--- src/common/dmt_pkg.sv ---
package dmt_pkg;

  localparam int NUM_TMR = 2;
  localparam int CNT_W   = 16;
  localparam int PRE_W   = 8;
  localparam int ADDR_W  = 8;
  localparam int DATA_W  = 32;

  // Byte offsets inside one timer's block, the stride between timers, and the shared words
  localparam logic [ADDR_W-1:0] OFS_CTRL   = 8'h00;
  localparam logic [ADDR_W-1:0] OFS_PRE    = 8'h04;
  localparam logic [ADDR_W-1:0] OFS_REF    = 8'h08;
  localparam logic [ADDR_W-1:0] OFS_CAP    = 8'h0C;
  localparam logic [ADDR_W-1:0] OFS_CNT    = 8'h10;
  localparam logic [ADDR_W-1:0] TMR_STRIDE = 8'h20;
  localparam logic [ADDR_W-1:0] OFS_STATUS = 8'h40;
  localparam logic [ADDR_W-1:0] OFS_MASK   = 8'h44;

  // Control register field positions
  localparam int CTRL_W       = 8;
  localparam int CTRL_EN      = 0;
  localparam int CTRL_EXT     = 1;
  localparam int CTRL_CAP     = 2;
  localparam int CTRL_OUTEN   = 3;
  localparam int CTRL_TOGGLE  = 4;
  localparam int CTRL_EDGE    = 5;
  localparam int CTRL_RESTART = 7;

  // Status and mask bit positions
  localparam int ST_W    = 3;
  localparam int ST_REF0 = 0;
  localparam int ST_REF1 = 1;
  localparam int ST_CAP0 = 2;

  // Values after reset
  localparam logic [CTRL_W-1:0] CTRL_RST = 8'h00;
  localparam logic [PRE_W-1:0]  PRE_RST  = 8'h00;
  localparam logic [CNT_W-1:0]  REF_RST  = 16'hFFFF;
  localparam logic [CNT_W-1:0]  CNT_RST  = 16'h0000;
  localparam logic [ST_W-1:0]   ST_RST   = 3'h0;
  localparam logic [ST_W-1:0]   MASK_RST = 3'h0;

  // Clock period; prescale 0 gives one count per period
  localparam int CLK_PERIOD_NS = 8;

  typedef enum logic [1:0] {
    EDGE_OFF,
    EDGE_RISE,
    EDGE_FALL,
    EDGE_BOTH
  } dmt_edge_e;

endpackage : dmt_pkg

--- src/common/dmt_chan_if.sv ---
interface dmt_chan_if;
  import dmt_pkg::*;

  logic             enable;
  logic             ext_sel;
  logic             event_pulse;
  logic             restart;
  logic [PRE_W-1:0] prescale;
  logic [CNT_W-1:0] ref_val;
  logic [CNT_W-1:0] count;
  logic             match;

  modport ctl (
    output enable,
    output ext_sel,
    output event_pulse,
    output restart,
    output prescale,
    output ref_val,
    input  count,
    input  match
  );

  modport chan (
    input  enable,
    input  ext_sel,
    input  event_pulse,
    input  restart,
    input  prescale,
    input  ref_val,
    output count,
    output match
  );

endinterface : dmt_chan_if

--- src/design/dmt_chan.sv ---
module dmt_chan
  import dmt_pkg::*;
(
  input  wire logic clk_in,
  input  wire logic rst_in,
  dmt_chan_if.chan  ch
);

  logic [PRE_W-1:0] pre_cnt;
  logic [CNT_W-1:0] count;
  logic             tick_q;
  logic             match_q;

  // External events replace the clock as prescaler input
  wire logic src      = ch.ext_sel ? ch.event_pulse : 1'b1;
  // At or past the limit, so a smaller prescale never stalls a lap
  wire logic pre_done = (pre_cnt >= ch.prescale);
  wire logic tick     = ch.enable & src & pre_done;
  wire logic at_ref   = (count == ch.ref_val);
  wire logic hit      = tick_q & at_ref & ~match_q;

  // Divide by prescale+1 of the selected source
  always_ff @(posedge clk_in) begin
    if (rst_in || !ch.enable) begin
      pre_cnt <= PRE_RST;
    end else if (src) begin
      pre_cnt <= pre_done ? PRE_RST : pre_cnt + 8'h01;
    end
  end

  // Free running unless restart clears it at the reference; wraps at all ones without software help
  always_ff @(posedge clk_in) begin
    if (rst_in) begin
      count <= CNT_RST;
    end else if (tick && ch.restart && at_ref) begin
      count <= CNT_RST;
    end else if (tick) begin
      count <= count + 16'h0001;
    end
  end

  // Match fires once per arrival at the reference, not while parked
  always_ff @(posedge clk_in) begin
    if (rst_in) begin
      tick_q  <= 1'b0;
      match_q <= 1'b0;
    end else begin
      tick_q  <= tick;
      match_q <= hit;
    end
  end

  assign ch.count = count;
  assign ch.match = hit;

endmodule : dmt_chan

--- src/design/dmt_top.sv ---
module dmt_top
  import dmt_pkg::*;
(
  input  wire logic              REF_CLK_IN,
  input  wire logic              RESET_IN,
  input  wire logic [ADDR_W-1:0] ADDR_IN,
  input  wire logic [DATA_W-1:0] WR_DATA_IN,
  input  wire logic              WR_STROBE_IN,
  input  wire logic              RD_STROBE_IN,
  input  wire logic              TIMER_EVENT_INPUT_IN,
  output logic      [DATA_W-1:0] RD_DATA_OUT,
  output logic                   TIMER_OUT_N_OUT,
  output logic                   IRQ_OUT
);

  logic [CTRL_W-1:0] ctrl     [NUM_TMR];
  logic [PRE_W-1:0]  prescale [NUM_TMR];
  logic [CNT_W-1:0]  ref_val  [NUM_TMR];
  logic [CNT_W-1:0]  capture;
  logic [ST_W-1:0]   status;
  logic [ST_W-1:0]   mask;
  logic              ev_meta;
  logic              ev_sync;
  logic              ev_prev;
  logic              pin;
  logic              irq;
  logic [DATA_W-1:0] rd_data;

  wire logic [DATA_W-1:0] rd_part [NUM_TMR];
  wire logic              match   [NUM_TMR];

  dmt_chan_if chif [NUM_TMR] ();

  // Pin synchroniser; only the second and third stages are looked at
  always_ff @(posedge REF_CLK_IN) begin
    if (RESET_IN) begin
      ev_meta <= 1'b0;
      ev_sync <= 1'b0;
      ev_prev <= 1'b0;
    end else begin
      ev_meta <= TIMER_EVENT_INPUT_IN;
      ev_sync <= ev_meta;
      ev_prev <= ev_sync;
    end
  end

  wire logic      ev_rise = ev_sync & ~ev_prev;
  wire logic      ev_fall = ~ev_sync & ev_prev;
  wire dmt_edge_e edge_sel = dmt_edge_e'(ctrl[0][CTRL_EDGE +: 2]);
  wire logic      ev_hit =
      ((edge_sel == EDGE_RISE) & ev_rise) |
      ((edge_sel == EDGE_FALL) & ev_fall) |
      ((edge_sel == EDGE_BOTH) & (ev_rise | ev_fall));

  // Register decode for the shared words
  wire logic wr_status = WR_STROBE_IN & (ADDR_IN == OFS_STATUS);
  wire logic wr_mask   = WR_STROBE_IN & (ADDR_IN == OFS_MASK);
  wire logic rd_status = (ADDR_IN == OFS_STATUS);
  wire logic rd_mask   = (ADDR_IN == OFS_MASK);

  for (genvar i = 0; i < NUM_TMR; i++) begin : g_tmr
    localparam logic [ADDR_W-1:0] BASE = ADDR_W'(i * 32);

    wire logic sel_ctrl = (ADDR_IN == BASE + OFS_CTRL);
    wire logic sel_pre  = (ADDR_IN == BASE + OFS_PRE);
    wire logic sel_ref  = (ADDR_IN == BASE + OFS_REF);
    wire logic sel_cap  = (ADDR_IN == BASE + OFS_CAP) && (i == 0);
    wire logic sel_cnt  = (ADDR_IN == BASE + OFS_CNT);

    // Second timer is purely internal: no pin events, no capture
    wire logic [CTRL_W-1:0] ctrl_mask =
        (i == 0) ? 8'hFF : 8'h99;

    always_ff @(posedge REF_CLK_IN) begin
      if (RESET_IN) begin
        ctrl[i]     <= CTRL_RST;
        prescale[i] <= PRE_RST;
        ref_val[i]  <= REF_RST;
      end else if (WR_STROBE_IN) begin
        if (sel_ctrl) begin
          ctrl[i] <= WR_DATA_IN[CTRL_W-1:0] & ctrl_mask;
        end
        if (sel_pre) begin
          prescale[i] <= WR_DATA_IN[PRE_W-1:0];
        end
        if (sel_ref) begin
          ref_val[i] <= WR_DATA_IN[CNT_W-1:0];
        end
      end
    end

    assign chif[i].enable      = ctrl[i][CTRL_EN];
    assign chif[i].ext_sel     = ctrl[i][CTRL_EXT];
    assign chif[i].event_pulse = (i == 0) ? ev_hit : 1'b0;
    assign chif[i].restart     = ctrl[i][CTRL_RESTART];
    assign chif[i].prescale    = prescale[i];
    assign chif[i].ref_val     = ref_val[i];
    assign match[i]            = chif[i].match;

    assign rd_part[i] =
        ({DATA_W{sel_ctrl}} & {24'h0000_00, ctrl[i]}) |
        ({DATA_W{sel_pre}}  & {24'h0000_00, prescale[i]}) |
        ({DATA_W{sel_ref}}  & {16'h0000, ref_val[i]}) |
        ({DATA_W{sel_cap}}  & {16'h0000, capture}) |
        ({DATA_W{sel_cnt}}  & {16'h0000, chif[i].count});

    dmt_chan u_chan (
      .clk_in (REF_CLK_IN),
      .rst_in (RESET_IN),
      .ch     (chif[i])
    );
  end

  // Capture on the qualified pin event of the first timer
  wire logic cap_hit = ctrl[0][CTRL_CAP] & ev_hit;

  always_ff @(posedge REF_CLK_IN) begin
    if (RESET_IN) begin
      capture <= CNT_RST;
    end else if (cap_hit) begin
      capture <= chif[0].count;
    end
  end

  // Sticky events; a new event beats a same-cycle clear
  wire logic [ST_W-1:0] st_set  = {cap_hit, match[1], match[0]};
  wire logic [ST_W-1:0] st_clr  =
      wr_status ? WR_DATA_IN[ST_W-1:0] : ST_RST;
  wire logic [ST_W-1:0] next_status = (status & ~st_clr) | st_set;
  wire logic            next_irq    = |(next_status & mask);

  always_ff @(posedge REF_CLK_IN) begin
    if (RESET_IN) begin
      status <= ST_RST;
      mask   <= MASK_RST;
      irq    <= 1'b0;
    end else begin
      status <= next_status;
      irq    <= next_irq;
      if (wr_mask) begin
        mask <= WR_DATA_IN[ST_W-1:0];
      end
    end
  end

  // Output pin idles high outside toggle mode, where it holds its level; pulse is one clock low
  wire logic out_en     = ctrl[0][CTRL_OUTEN];
  wire logic out_toggle = ctrl[0][CTRL_TOGGLE];
  wire logic next_pin   =
      !out_en     ? 1'b1 :
      match[0]    ? (out_toggle ? ~pin : 1'b0) :
      out_toggle  ? pin : 1'b1;

  always_ff @(posedge REF_CLK_IN) begin
    if (RESET_IN) begin
      pin <= 1'b1;
    end else begin
      pin <= next_pin;
    end
  end

  // Unmapped reads return zero; data only in the cycle after the strobe
  wire logic [DATA_W-1:0] next_rd_data =
      rd_part[0] | rd_part[1] |
      ({DATA_W{rd_status}} & {29'h0000_0000, status}) |
      ({DATA_W{rd_mask}}   & {29'h0000_0000, mask});

  always_ff @(posedge REF_CLK_IN) begin
    if (RESET_IN) begin
      rd_data <= 32'h0000_0000;
    end else begin
      rd_data <= RD_STROBE_IN ? next_rd_data : 32'h0000_0000;
    end
  end

  assign RD_DATA_OUT     = rd_data;
  assign TIMER_OUT_N_OUT = pin;
  assign IRQ_OUT         = irq;

endmodule : dmt_top

--- config.mk ---
export PLATFORM = sky130hd
export DESIGN_NAME = dmt_top
export DESIGN_NICKNAME = d
export VERILOG_FILES = /design/src/common/dmt_pkg.sv /design/src/common/dmt_chan_if.sv /design/src/design/dmt_chan.sv /design/src/design/dmt_top.sv
export SDC_FILE = /design/constraint.sdc
export NUM_CORES = 1
export LEC_CHECK = 0
export BUFFER_PORTS_ARGS = -buffer_cell sky130_fd_sc_hd__buf_2
export CELL_PAD_IN_SITES_DETAIL_PLACEMENT = 1
export CELL_PAD_IN_SITES_GLOBAL_PLACEMENT = 1
export CORE_MARGIN = 2
export CORE_UTILIZATION = 50
export CTS_CLUSTER_DIAMETER = 150
export DETAILED_ROUTE_END_ITERATION = 10
export GPL_ROUTABILITY_DRIVEN = 0
export PLACE_DENSITY = 0.94
export SETUP_SLACK_MARGIN = 0.3
export SLEW_MARGIN = 10
export SYNTH_ARGS = -nofsm -noshare
export SYNTH_HDL_FRONTEND = slang
export SYNTH_SLANG_ARGS = --single-unit
export TNS_END_PERCENT = 1
--- constraint.sdc ---
create_clock -name REF_CLK_IN -period 4.25 [get_ports REF_CLK_IN]
set_clock_uncertainty 0.2 [all_clocks]
set_input_delay 1.0625 -clock REF_CLK_IN [delete_from_list [all_inputs] [get_ports REF_CLK_IN]]
set_output_delay 1.0625 -clock REF_CLK_IN [all_outputs]
set_load 0.02 [all_outputs]
Word-level counts from Yosys, hierarchy flattened
Memories as Yosys holds them, arrays and structs flattened.
Cells that the tools add are included.
{ "word_totals": {"reg_bits": 111, "latchBits": 0, "mem_bits_rw": 64, "rom_bits": 0, "in_bits": 45, "out_inout_bits": 34, "elab_cells": 153, "mem_count": 3} }
{ "op_classes": {"n_addsub": 4, "n_mul": 0, "n_div": 0, "n_lt_le_gt_ge": 2, "eq_ne": 16, "shifts": 0, "mux": 40, "bitwise": 57, "n_reduce_logical": 14} }
{ "mem_list": {"columns": ["memory", "words", "word_bits", "rd", "rd_ports_with_merged_regs", "wr", "line", "source"], "rows": [
  ["ref_val", 2, 16, 2, 0, 2, "dmt_top.sv:18", "logic [CNT_W-1:0] ref_val [NUM_TMR];"],
  ["ctrl", 2, 8, 2, 0, 2, "dmt_top.sv:16", "logic [CTRL_W-1:0] ctrl [NUM_TMR];"],
  ["prescale", 2, 8, 2, 0, 2, "dmt_top.sv:17", "logic [PRE_W-1:0] prescale [NUM_TMR];"]
]} }
{ "ops": {"columns": ["operator", "n"], "rows": [
  ["$or 32x32->32", 10],
  ["$and 32x16->32", 5],
  ["$and 32x8->32", 4],
  ["$and 32x3->32", 2],
  ["$mux 8", 6],
  ["$add 16x1->16 const B", 2],
  ["$eq 16x16->1", 2],
  ["$eq 8x6->1 const B", 4],
  ["$mux 16", 2],
  ["$mux 1", 31],
  ["$add 8x1->8 const B", 2],
  ["$and 1x1->1", 16],
  ["$eq 8x4->1 const B", 2],
  ["$eq 8x7->1 const B", 2],
  ["$ge 8x8->1", 2],
  ["$or 1x1->1", 9],
  ["$eq 8x3->1 const B", 1],
  ["$eq 8x5->1 const B", 1],
  ["$logic_not 8->1", 1],
  ["$reduce_or 2->1", 4],
  ["$not 1->1", 7],
  ["$and 3x3->3", 2],
  ["$eq 2x2->1 const B", 2],
  ["$logic_and 1x1->1", 4],
  ["other kinds (8)", 10]
]} }

Depth between registers and ports, before layout
Gate-level depths: netlist of run 1.
{ "depth": {"ltp_word": 11, "mapped_depth": 10, "ltp_nobuf": 8} }

By module
A second synthesis of run 1 with hierarchy kept.
{ "hier_totals": {"hier_cells": 779, "hier_area_um2": 7897.6} }
{ "modules_own_cells": {"columns": ["mod", "instances", "cells_each", "area_each_um2", "seq_area_each_um2"], "rows": [
  ["dmt_top", 1, 417, 4775.8, 2662.6],
  ["dmt_chan at g_tmr[1].u_chan", 1, 179, 1564.0, 520.5],
  ["dmt_chan at g_tmr[0].u_chan", 1, 183, 1557.7, 520.5]
]} }

Least setup slack after synthesis of run 1
No wires, ideal clock.
{ "synth_timing": {"path_type": "input-to-reg", "startpoint": "input ADDR_IN[5]", "endpoint": "memory ref_val[1][0], enable pin", "setup_ns": 0.372, "t_arrival_ns": 2.634, "required_ns": 3.678, "setup_slack_ns": 1.045, "path_stages": 7, "n_path_buf": 3, "path_cell_list": "buf_2 > nor4b_4 > and3_1 > clkbuf_1 > buf_2 > nand2_1 > nand2_1"} }
{ "synth_lines": {"columns": ["element", "line", "source"], "rows": [
  ["start: declaration", "dmt_top.sv:6", "input wire logic [ADDR_W-1:0] ADDR_IN,"],
  ["end: declaration", "dmt_top.sv:18", null]
]} }

==> results.cfg, run 1 <==
[floorplan]
die_x_microns = 128
start_util_pct = 50.9
coreArea_sq_um = 15100
io_pins = 79
dieHeight_microns = 128
die-area_sq_um = 16400
rows = 45

[pwr]
clockPowerShare_pct = 46.9
p_leak_nw = 3.34
sw_frac_of_total_pct = 24.0
p_comb_share_pct = 5.7
intPower_mw = 2.58
p_seq_share_pct = 47.4
ir_drop_mv = 0.333
switchingPower_mw = 0.816
p_per_area_nw_per_um2 = 394
total_power_mw = 3.40

[sta]
rsz0062_at_grt = no
hold_violations = 0
setup_viol = 0
tightest_slew_ps = 1190
finalMaxSlewViolations = 0
min_period_ps = 3190
slew-limit-headroom_pct = 20.4
setup_tns_ps = 0
setup_slack_ps = 1060
fmax_ghz = 0.313
post-route-period-util_pct = 75.1

[layout]
drive_above_1_share_pct = 16.3
nNetsFinal = 878
regArea_sq_um = 3700
syn2layout_area_growth_pct = 12.4
n_fill_cell = 1669
instances_no_fill = 1012
multi_input_area_sq_um = 3700
final_area_sq_um = 8640
diodes = 0

[worst_setup_path]
crit_arrival_ps = 3050
critical_path_class = input pin to register
rr_startpoint = g_tmr[0].u_chan.pre_cnt[0]
end_kind = register
crit_fanout = 16
cp.required_ps = 4110
startpoint_type = input pin
cp-startpoint = ADDR_IN[3]

[global_route]
antenna_found_initial = 0
grt_overflow = 0
grt_pass1_wl_microns = 41700
grt_usage_pct = 34.3
grt_max_degree = 27
grt_pass1_vias = 6884

[clock_tree]
cts_setup_buffers = 0
cts_tree = yes
htreeDepth = 4
cts.sinks = 155
clk_latency_ps = 450
root_buffer = clkbuf_16
clk_path_buf_depth = 2
ctsResizeCount = 0
cts_inserted_buffers = 17
ctsHoldBuffers = 0
clkTransAtPathRegs_ps = 60

[synth]
ys_seq_elements = 155
seq_area_frac_synth_pct = 48.2
syn_area_per_cell_sq_um = 9.93
synth_edf_count = 60
synth_ff_type = dfxtp_1
async_flop_share_pct = 0
netlist-cell-type-count = 60
ys.warnings.count = 0
syn_area_sq_um = 7690
syn_inst = 774

[route]
drc = 0
via_count = 6667
antenna_left = 0
vias_per_cell = 6.59
wl_per_cell_microns = 27.0
drt-initial-drc-count = 860
dr.pass1.iters = 5
routed_wl_microns = 27300

[placed_design]
portBuffers = 46
place_inst = 980
placed_cell_area_sq_um = 8030
place_ws_ps = 906
hpwl_microns = 17000

[worst_hold_path]
min_from = ev_meta
hold_path.class = register to register

[job]
cap_violations = 0

[outcome]
status = completed
-- power by group through the flow --
stage          registers [mW]  clock network, mW  logic, mW
6_report                 1.61               1.60      0.195
5_1_grt                  1.61               1.64      0.202
4_1_cts                  1.61               1.58      0.187
3_5_place_dp             1.64                  0      0.178
3_3_place_gp             1.63                  0      0.169
2_1_floorplan            1.62                  0      0.121
-- cell type report --
class	instances	area share (%)
sequential	155	42.9
timing repair buffer	56	3.53
inverter	23	0.999
clock buffer	29	6.89
clock inverter	3	0.188
multi-input combinational	558	42.8
tap	188	2.72
-- through the flow --
stage,util (%),hold WS (ps)
6_report,57.3,249
5_1_grt,57.3,283
4_1_cts,57.3,250
3_5_place_dp,53.2,231
3_3_place_gp,53.2,225
2_1_floorplan,-,214
-- cell families (layout without fill, tap and decap cells) --
group,after synthesis,after routing,synth area share (%)
xor gates and xnor gates,56,56,6.38
muxes,44,44,5.94
DFF,155,155,48.2
other,1,16,0.0488
buffers and inverters,76,111,4.69
adders and majority gates,22,22,3.58
and+or+nand+nor,295,295,20.4
AOI/OAI and AO/OA,125,125,10.7
-- cell usage in the layout (no fill, tap or decap), types with 23 or more instances in the layout --
| master | n |
|---|---|
| edfxtp_1 | 60 |
| a21oi_1 | 45 |
| xnor2_1 | 37 |
| dfxtp_1 | 95 |
| and2_1 | 25 |
| nand3_1 | 32 |
| nor2_1 | 70 |
| and3_1 | 25 |
| or2_2 | 33 |
| inv_1 | 23 |
| mux2i_1 | 40 |
| o21ai_0 | 23 |
| nand2_1 | 42 |
| buf_2 | 46 |
-- path summary, 6_finish.rpt --
kind                                                      to  slack (ps)  cells past startpoint
worst max-delay path                              ctrl[1][0]        1060                      5
worst min-delay path                                 ev_sync         250                      1
worst min register to register                       ev_sync         250                      1
worst max register to register  g_tmr[0].u_chan.ch.count[13]        1100                      8
-- sequential cells by signal, summed over array words and instances, names as in the netlist, 2 cells and up --
signal,count
g_tmr.u_chan.ch.count,32
prescale,16
mask,3
g_tmr.u_chan.match_q,2
g_tmr.u_chan.tick_q,2
status,3
ref_val,32
capture,16
g_tmr.u_chan.pre_cnt,16
RD_DATA_OUT,16
ctrl,12
-- critical path, stage by stage --
cell     delay, ps
buf_2          240
nor4_2         500
buf_4          300
nand2_1        100
o21ai_0        840
-- per-layer routing --
layer  wire length [microns]  global-route usage, %  share of wire (%)
met1                   10500                   42.4                 38
met2                   13000                   55.9                 48
met3                    2360                   8.31                8.6
met4                    1500                   18.1                5.5
met5                       0                      0                  0
-- Yosys cell counts, types with 3 or more instances --
library cell	count	area share, %
or4_1	7	0.68
ha_1	22	3.6
nor2b_1	5	0.41
mux2i_1	40	5.2
a31oi_1	3	0.24
nand2_1	42	2.1
a21o_1	3	0.29
nand4_1	21	1.7
or3_1	13	1.1
a22oi_1	6	0.59
a22o_1	3	0.34
buf_2	6	0.39
edfxtp_1	60	23
a221oi_1	13	1.5
nand3b_1	4	0.39
a21oi_1	45	2.9
and2_1	25	2.0
mux2_2	3	0.44
inv_1	23	1.1
o31ai_1	8	0.78
xnor2_1	37	4.2
nor4_1	4	0.33
xor2_1	19	2.2
buf_1	3	0.15
and3_1	25	2.0
clkbuf_1	26	1.3
nor2_1	70	3.4
nand3_1	32	2.1
dfxtp_1	95	25
or2_2	33	2.7
o21a_1	3	0.29
o21ai_0	23	1.5
buf_4	18	1.8
Note: power is estimated with default switching activity, not from simulation.
==> run 2: changes to the inputs <==
--- a/config.mk
+++ b/config.mk
@@ -9,11 +9,11 @@
 export CELL_PAD_IN_SITES_DETAIL_PLACEMENT = 1
 export CELL_PAD_IN_SITES_GLOBAL_PLACEMENT = 1
 export CORE_MARGIN = 2
-export CORE_UTILIZATION = 50
+export CORE_UTILIZATION = 46
 export CTS_CLUSTER_DIAMETER = 150
 export DETAILED_ROUTE_END_ITERATION = 10
 export GPL_ROUTABILITY_DRIVEN = 0
-export PLACE_DENSITY = 0.94
+export PLACE_DENSITY = 0.89
 export SETUP_SLACK_MARGIN = 0.3
 export SLEW_MARGIN = 10
 export SYNTH_ARGS = -nofsm -noshare
==> constraint.sdc (replaced) <==
create_clock -name REF_CLK_IN -period 3.15 [get_ports REF_CLK_IN]
set_clock_uncertainty 0.2 [all_clocks]
set_input_delay 0.7875 -clock REF_CLK_IN [delete_from_list [all_inputs] [get_ports REF_CLK_IN]]
set_output_delay 0.7875 -clock REF_CLK_IN [all_outputs]
set_load 0.02 [all_outputs]
==> run 2 against run 1 <==
Clock power rose by 44%. Hold slack got worse by 4.9 ps. First-iteration DRC count fell by 31%. Largest power group is now the clock network. Critical endpoint is now g_tmr[0].u_chan.ch.count[9]. Global-route usage fell by 5.5 points.
==> results.cfg, run 2 (synthesized netlist as in run 1, its figures left out) <==
[outcome]
status = completed

[floorplan]
die-area_sq_um = 17800
dieHeight_microns = 133
start_util_pct = 46.7
coreArea_sq_um = 16500
die_x_microns = 133
rows = 47
io_pins = 79

[worst_setup_path]
rr_worst_depth = 8
end_kind = register
crit_arrival_ps = 2890
critical_path_class = register to register
startpoint_type = register
r2r_slack_ps = 430
cp.required_ps = 3310
crit_fanout = 13
rr_startpoint = ev_sync
reg2reg_to = g_tmr[0].u_chan.ch.count[9]

[layout]
final_common_cell = dfxtp_1
instances_no_fill = 1064
reg_top3 = g_tmr.u_chan.ch.count (32), ref_val (32)
nNetsFinal = 898
mostFrequentLayoutCells = 95 x dfxtp_1, 70 x nor2_1, 60 x edfxtp_1
drive_above_1_share_pct = 19.2
syn2layout_area_growth_pct = 15.9
final_util_pct = 54.1
diodes = 0
final_area_sq_um = 8910

[clock_tree]
clkTransAtPathRegs_ps = 70
clk_latency_ps = 450
ctsResizeCount = 3
htreeDepth = 4
cts_tree = yes
root_buffer = clkbuf_16
cts_inserted_buffers = 17
ctsHoldBuffers = 0
clk_path_buf_depth = 2
cts_setup_buffers = 0
cts.sinks = 155

[global_route]
grt_pass1_vias = 6799
grt_usage_pct = 28.8
grt_overflow = 0
grt_pass1_wl_microns = 38800
antenna_found_initial = 1
grt_max_degree = 26

[sta]
tightest_slew_ps = 688
setup_tns_ps = 0
setup_slack_ps = 427
finalMaxSlewViolations = 0
fmax_ghz = 0.367
setup_viol = 0
slew-limit-headroom_pct = 54.1
rsz0062_at_grt = yes
post-route-period-util_pct = 86.4
min_period_ps = 2720
hold_violations = 0

[pwr]
p_seq_share_pct = 45.8
p_leak_nw = 3.47
p_per_area_nw_per_um2 = 533
clockPowerShare_pct = 48.8
ir_drop_mv = 0.383
switchingPower_mw = 1.13
sw_frac_of_total_pct = 23.8
intPower_mw = 3.61
p_comb_share_pct = 5.5

[route]
dr.pass1.iters = 5
drc = 0
wl_per_cell_microns = 23.5
via_count = 6489
routed_wl_microns = 25000
drt-initial-drc-count = 591
vias_per_cell = 6.10
antenna_left = 0

[placed_design]
place_ws_ps = 165
place_inst = 1032
placed_cell_area_sq_um = 8230
hpwl_microns = 16400
portBuffers = 46

[worst_hold_path]
min_from = ev_meta
worst_hold_path.num_cells = 1
min_to = ev_sync
hold_path.class = register to register

[job]
cap_violations = 0
-- run 2: cell count changes in the layout (fill, tap and decap cells not counted), moves of 3 or more --
cell	change
buf_4	+19
bufinv_16	+4
clkinv_4	+4
clkbuf_1	-3
clkbuf_16	-3
clkbuf_8	-3
-- run 2: worst max-delay path, stage by stage, from the launching register on --
cell      delay [ps]
dfxtp_1          340
inv_1             60
ha_1             290
and2_4           170
o311ai_4         230
a21boi_4         350
nand2_2          230
or4_1            570
a21oi_1          180
-- run 2: power by group through the flow --
stage | clock network, mW | logic [mW] | registers [mW]
after global routing | 2.38 | 0.275 | 2.17
final | 2.31 | 0.260 | 2.17
after floorplan | 0 | 0.163 | 2.19
after global placement | 0 | 0.236 | 2.21
after detailed placement | 0 | 0.242 | 2.21
after CTS | 2.32 | 0.253 | 2.17
-- run 2: metrics by stage --
stage / hold slack, ps / power [mW]
3_5_place_dp: 235 / 2.45
6_report: 244 / 4.74
2_1_floorplan: 214 / 2.36
3_3_place_gp: 220 / 2.44
5_1_grt: 271 / 4.83
4_1_cts: 251 / 4.74
-- run 2: area by class of cell --
type / instances / area (sq um)
clock buffer: 20 / 468
clock inverter: 12 / 184
fill: 1865 / 7560
inverter: 23 / 86.3
multi-input combinational: 558 / 3720
sequential: 155 / 3700
tap: 220 / 275
timing repair buffer: 76 / 468
-- run 2: per-layer routing --
layer / part of all wire [%] / vias to the layer above / track usage (%) / routed length (microns)
met4: 5.1 / 0 / 16.4 / 1270
li1: - / 2854 / - / -
met3: 7.7 / 105 / 6.24 / 1930
met2: 47 / 341 / 46.6 / 11800
met1: 40 / 3189 / 35.7 / 10000
met5: 0 / - / 0 / 0
-- run 2: worst max path at each step --
| stage | depth (start not counted) | slack (ps) | start | to |
|---|---|---|---|---|
| 2_1_floorplan | 6 | 250 | ADDR_IN[6] | ref_val[0][0] |
| 3_3_place_gp | 6 | 250 | ADDR_IN[4] | ref_val[0][10] |
| 3_5_place_dp | 8 | 170 | g_tmr[1].u_chan.pre_cnt[0] | g_tmr[1].u_chan.ch.count[0] |
| 4_1_cts | 7 | 270 | prescale[0][0] | g_tmr[0].u_chan.pre_cnt[6] |
| 5_1_grt | 8 | 260 | ev_sync | g_tmr[0].u_chan.ch.count[9] |
| 6_report | 8 | 430 | ev_sync | g_tmr[0].u_chan.ch.count[9] |
==> run 3: changes to the inputs <==
--- a/config.mk
+++ b/config.mk
@@ -5,13 +5,13 @@
 export SDC_FILE = /design/constraint.sdc
 export NUM_CORES = 1
 export LEC_CHECK = 0
-export BUFFER_PORTS_ARGS = -buffer_cell sky130_fd_sc_hd__buf_2
 export CELL_PAD_IN_SITES_DETAIL_PLACEMENT = 1
 export CELL_PAD_IN_SITES_GLOBAL_PLACEMENT = 1
 export CORE_MARGIN = 2
-export CORE_UTILIZATION = 46
+export CORE_UTILIZATION = 50
 export CTS_CLUSTER_DIAMETER = 150
 export DETAILED_ROUTE_END_ITERATION = 10
+export DONT_BUFFER_PORTS = 1
 export GPL_ROUTABILITY_DRIVEN = 0
 export PLACE_DENSITY = 0.89
 export SETUP_SLACK_MARGIN = 0.3
==> run 3 against run 2 <==
Via count down 3.7%. Highest routed layer unchanged. Flip-flop and latch count unchanged. Die area down 7.8%. Worst setup slack worse by 59 ps. Register-to-register slack worse by 60 ps. Final area down 4.4%.
==> results.cfg, run 3 (synthesized netlist as in run 1, its figures left out) <==
[route]
routed_wl_microns = 24300
dr.pass1.iters = 5
drt-initial-drc-count = 589
wl_per_cell_microns = 24.7
vias_per_cell = 6.36
via_count = 6248
drc = 0
antenna_left = 0

[clock_tree]
htreeDepth = 4
clk_path_buf_depth = 2
cts_tree = yes
cts_inserted_buffers = 17
clkTransAtPathRegs_ps = 60
root_buffer = clkbuf_16
cts.sinks = 155
clk_latency_ps = 440

[layout]
syn2layout_area_growth_pct = 10.7
nNetsFinal = 848
diodes = 0
regArea_sq_um = 3700
multi_input_area_sq_um = 3710
reg_top3 = g_tmr.u_chan.ch.count (32), ref_val (32)
final_common_cell = dfxtp_1
mostFrequentLayoutCells = 95 x dfxtp_1, 70 x nor2_1, 60 x edfxtp_1
drive_above_1_share_pct = 13.7
n_fill_cell = 1638

[floorplan]
start_util_pct = 50.9
dieHeight_microns = 128
coreArea_sq_um = 15100
die_x_microns = 128
io_pins = 79
rows = 45
die-area_sq_um = 16400

[global_route]
antenna_found_initial = 1
grt_usage_pct = 30.7
grt_overflow = 0
grt_max_degree = 31
grt_pass1_vias = 6621
grt_pass1_wl_microns = 37900

[sta]
finalMaxSlewViolations = 0
setup_tns_ps = 0
setup_viol = 0
fmax_ghz = 0.359
hold_violations = 0
min_period_ps = 2780
rsz0062_at_grt = yes
post-route-period-util_pct = 88.3
slew-limit-headroom_pct = 48.4
setup_slack_ps = 368
tightest_slew_ps = 765

[pwr]
p_leak_nw = 3.20
p_per_area_nw_per_um2 = 522
ir_drop_mv = 0.438

[worst_setup_path]
startpoint_type = register
cp.required_ps = 3310
crit_arrival_ps = 2940
slowest_stage = or4_1
crit_fanout = 13
path_cells = inv_1, ha_1, and2_4, o311ai_4, a21boi_4, nand2_2, or4_1, a21oi_1
end_kind = register
critical_path_class = register to register
crit_path_max_incr_delay_ps = 590

[outcome]
status = completed

[worst_hold_path]
hold_path.class = input pin to register

[placed_design]
portBuffers = 0
hpwl_microns = 16700
place_ws_ps = 200

[job]
cap_violations = 0
-- run 3: layout make-up --
cell class                      count  share of cell area (%)
Multi-Input combinational cell    558                    43.6
Sequential cell                   155                    43.5
Clock buffer                       19                    5.09
Tap cell                          188                    2.76
Timing Repair Buffer               26                    2.29
Clock inverter                     13                    1.75
Inverter                           23                    1.01
-- run 3: repair_timing --
| action | CTS | global route |
|---|---|---|
| endpoints found under the setup margin | 28 | 40 |
| buffers inserted | 5 | 0 |
| pin swaps | 1 | 0 |
| hold buffers | 0 | 0 |
| resized for setup | 2 | 1 |
-- run 3: final timing paths --
check             cells past startpoint                            to     start  slack, ps
setup / recovery                      8  g_tmr[0].u_chan.ch.count[15]   ev_sync        370
hold / removal                        1                     status[0]  RESET_IN        220
setup reg to reg                      8  g_tmr[0].u_chan.ch.count[15]   ev_sync        370
hold reg to reg                       1                       ev_sync   ev_meta        260
-- run 3: stage by stage --
stage               total power [mW]  cells  util [%]  hold WS, ps  instance area, sq um
global placement                2.37    945      52.2          228                  7880
floorplan                       2.36    789         -          214                  7750
CTS                             4.44    982      56.4          208                  8510
global route                    4.55    982      56.4          212                  8510
finish                          4.45    982      56.4          219                  8510
detailed placement              2.39    945      52.2          252                  7880
-- run 3: power by group --
| part | switching, mW | leakage, nW | internal [mW] |
|---|---|---|---|
| registers | 0.0429 | 1.35 | 2.13 |
| clock network | 0.851 | 0.286 | 1.24 |
| logic | 0.121 | 1.56 | 0.0708 |
| total | 1.01 | 3.20 | 3.43 |
-- run 3: per-layer routing --
metal	track usage [%]	up-vias	wire, microns
met4	15.8	0	1020
met2	50.1	306	11800
met3	8.68	89	1890
met1	37.3	3109	9550
met5	0	-	0
li1	-	2744	-
-- run 3: worst max-delay path: cells and delay by family (launching register included) --
family	cells	cell delay, ps
buf+inv	1	60
flops	1	330
compound gates	3	870
fa+ha+maj	1	290
simple gates	3	940
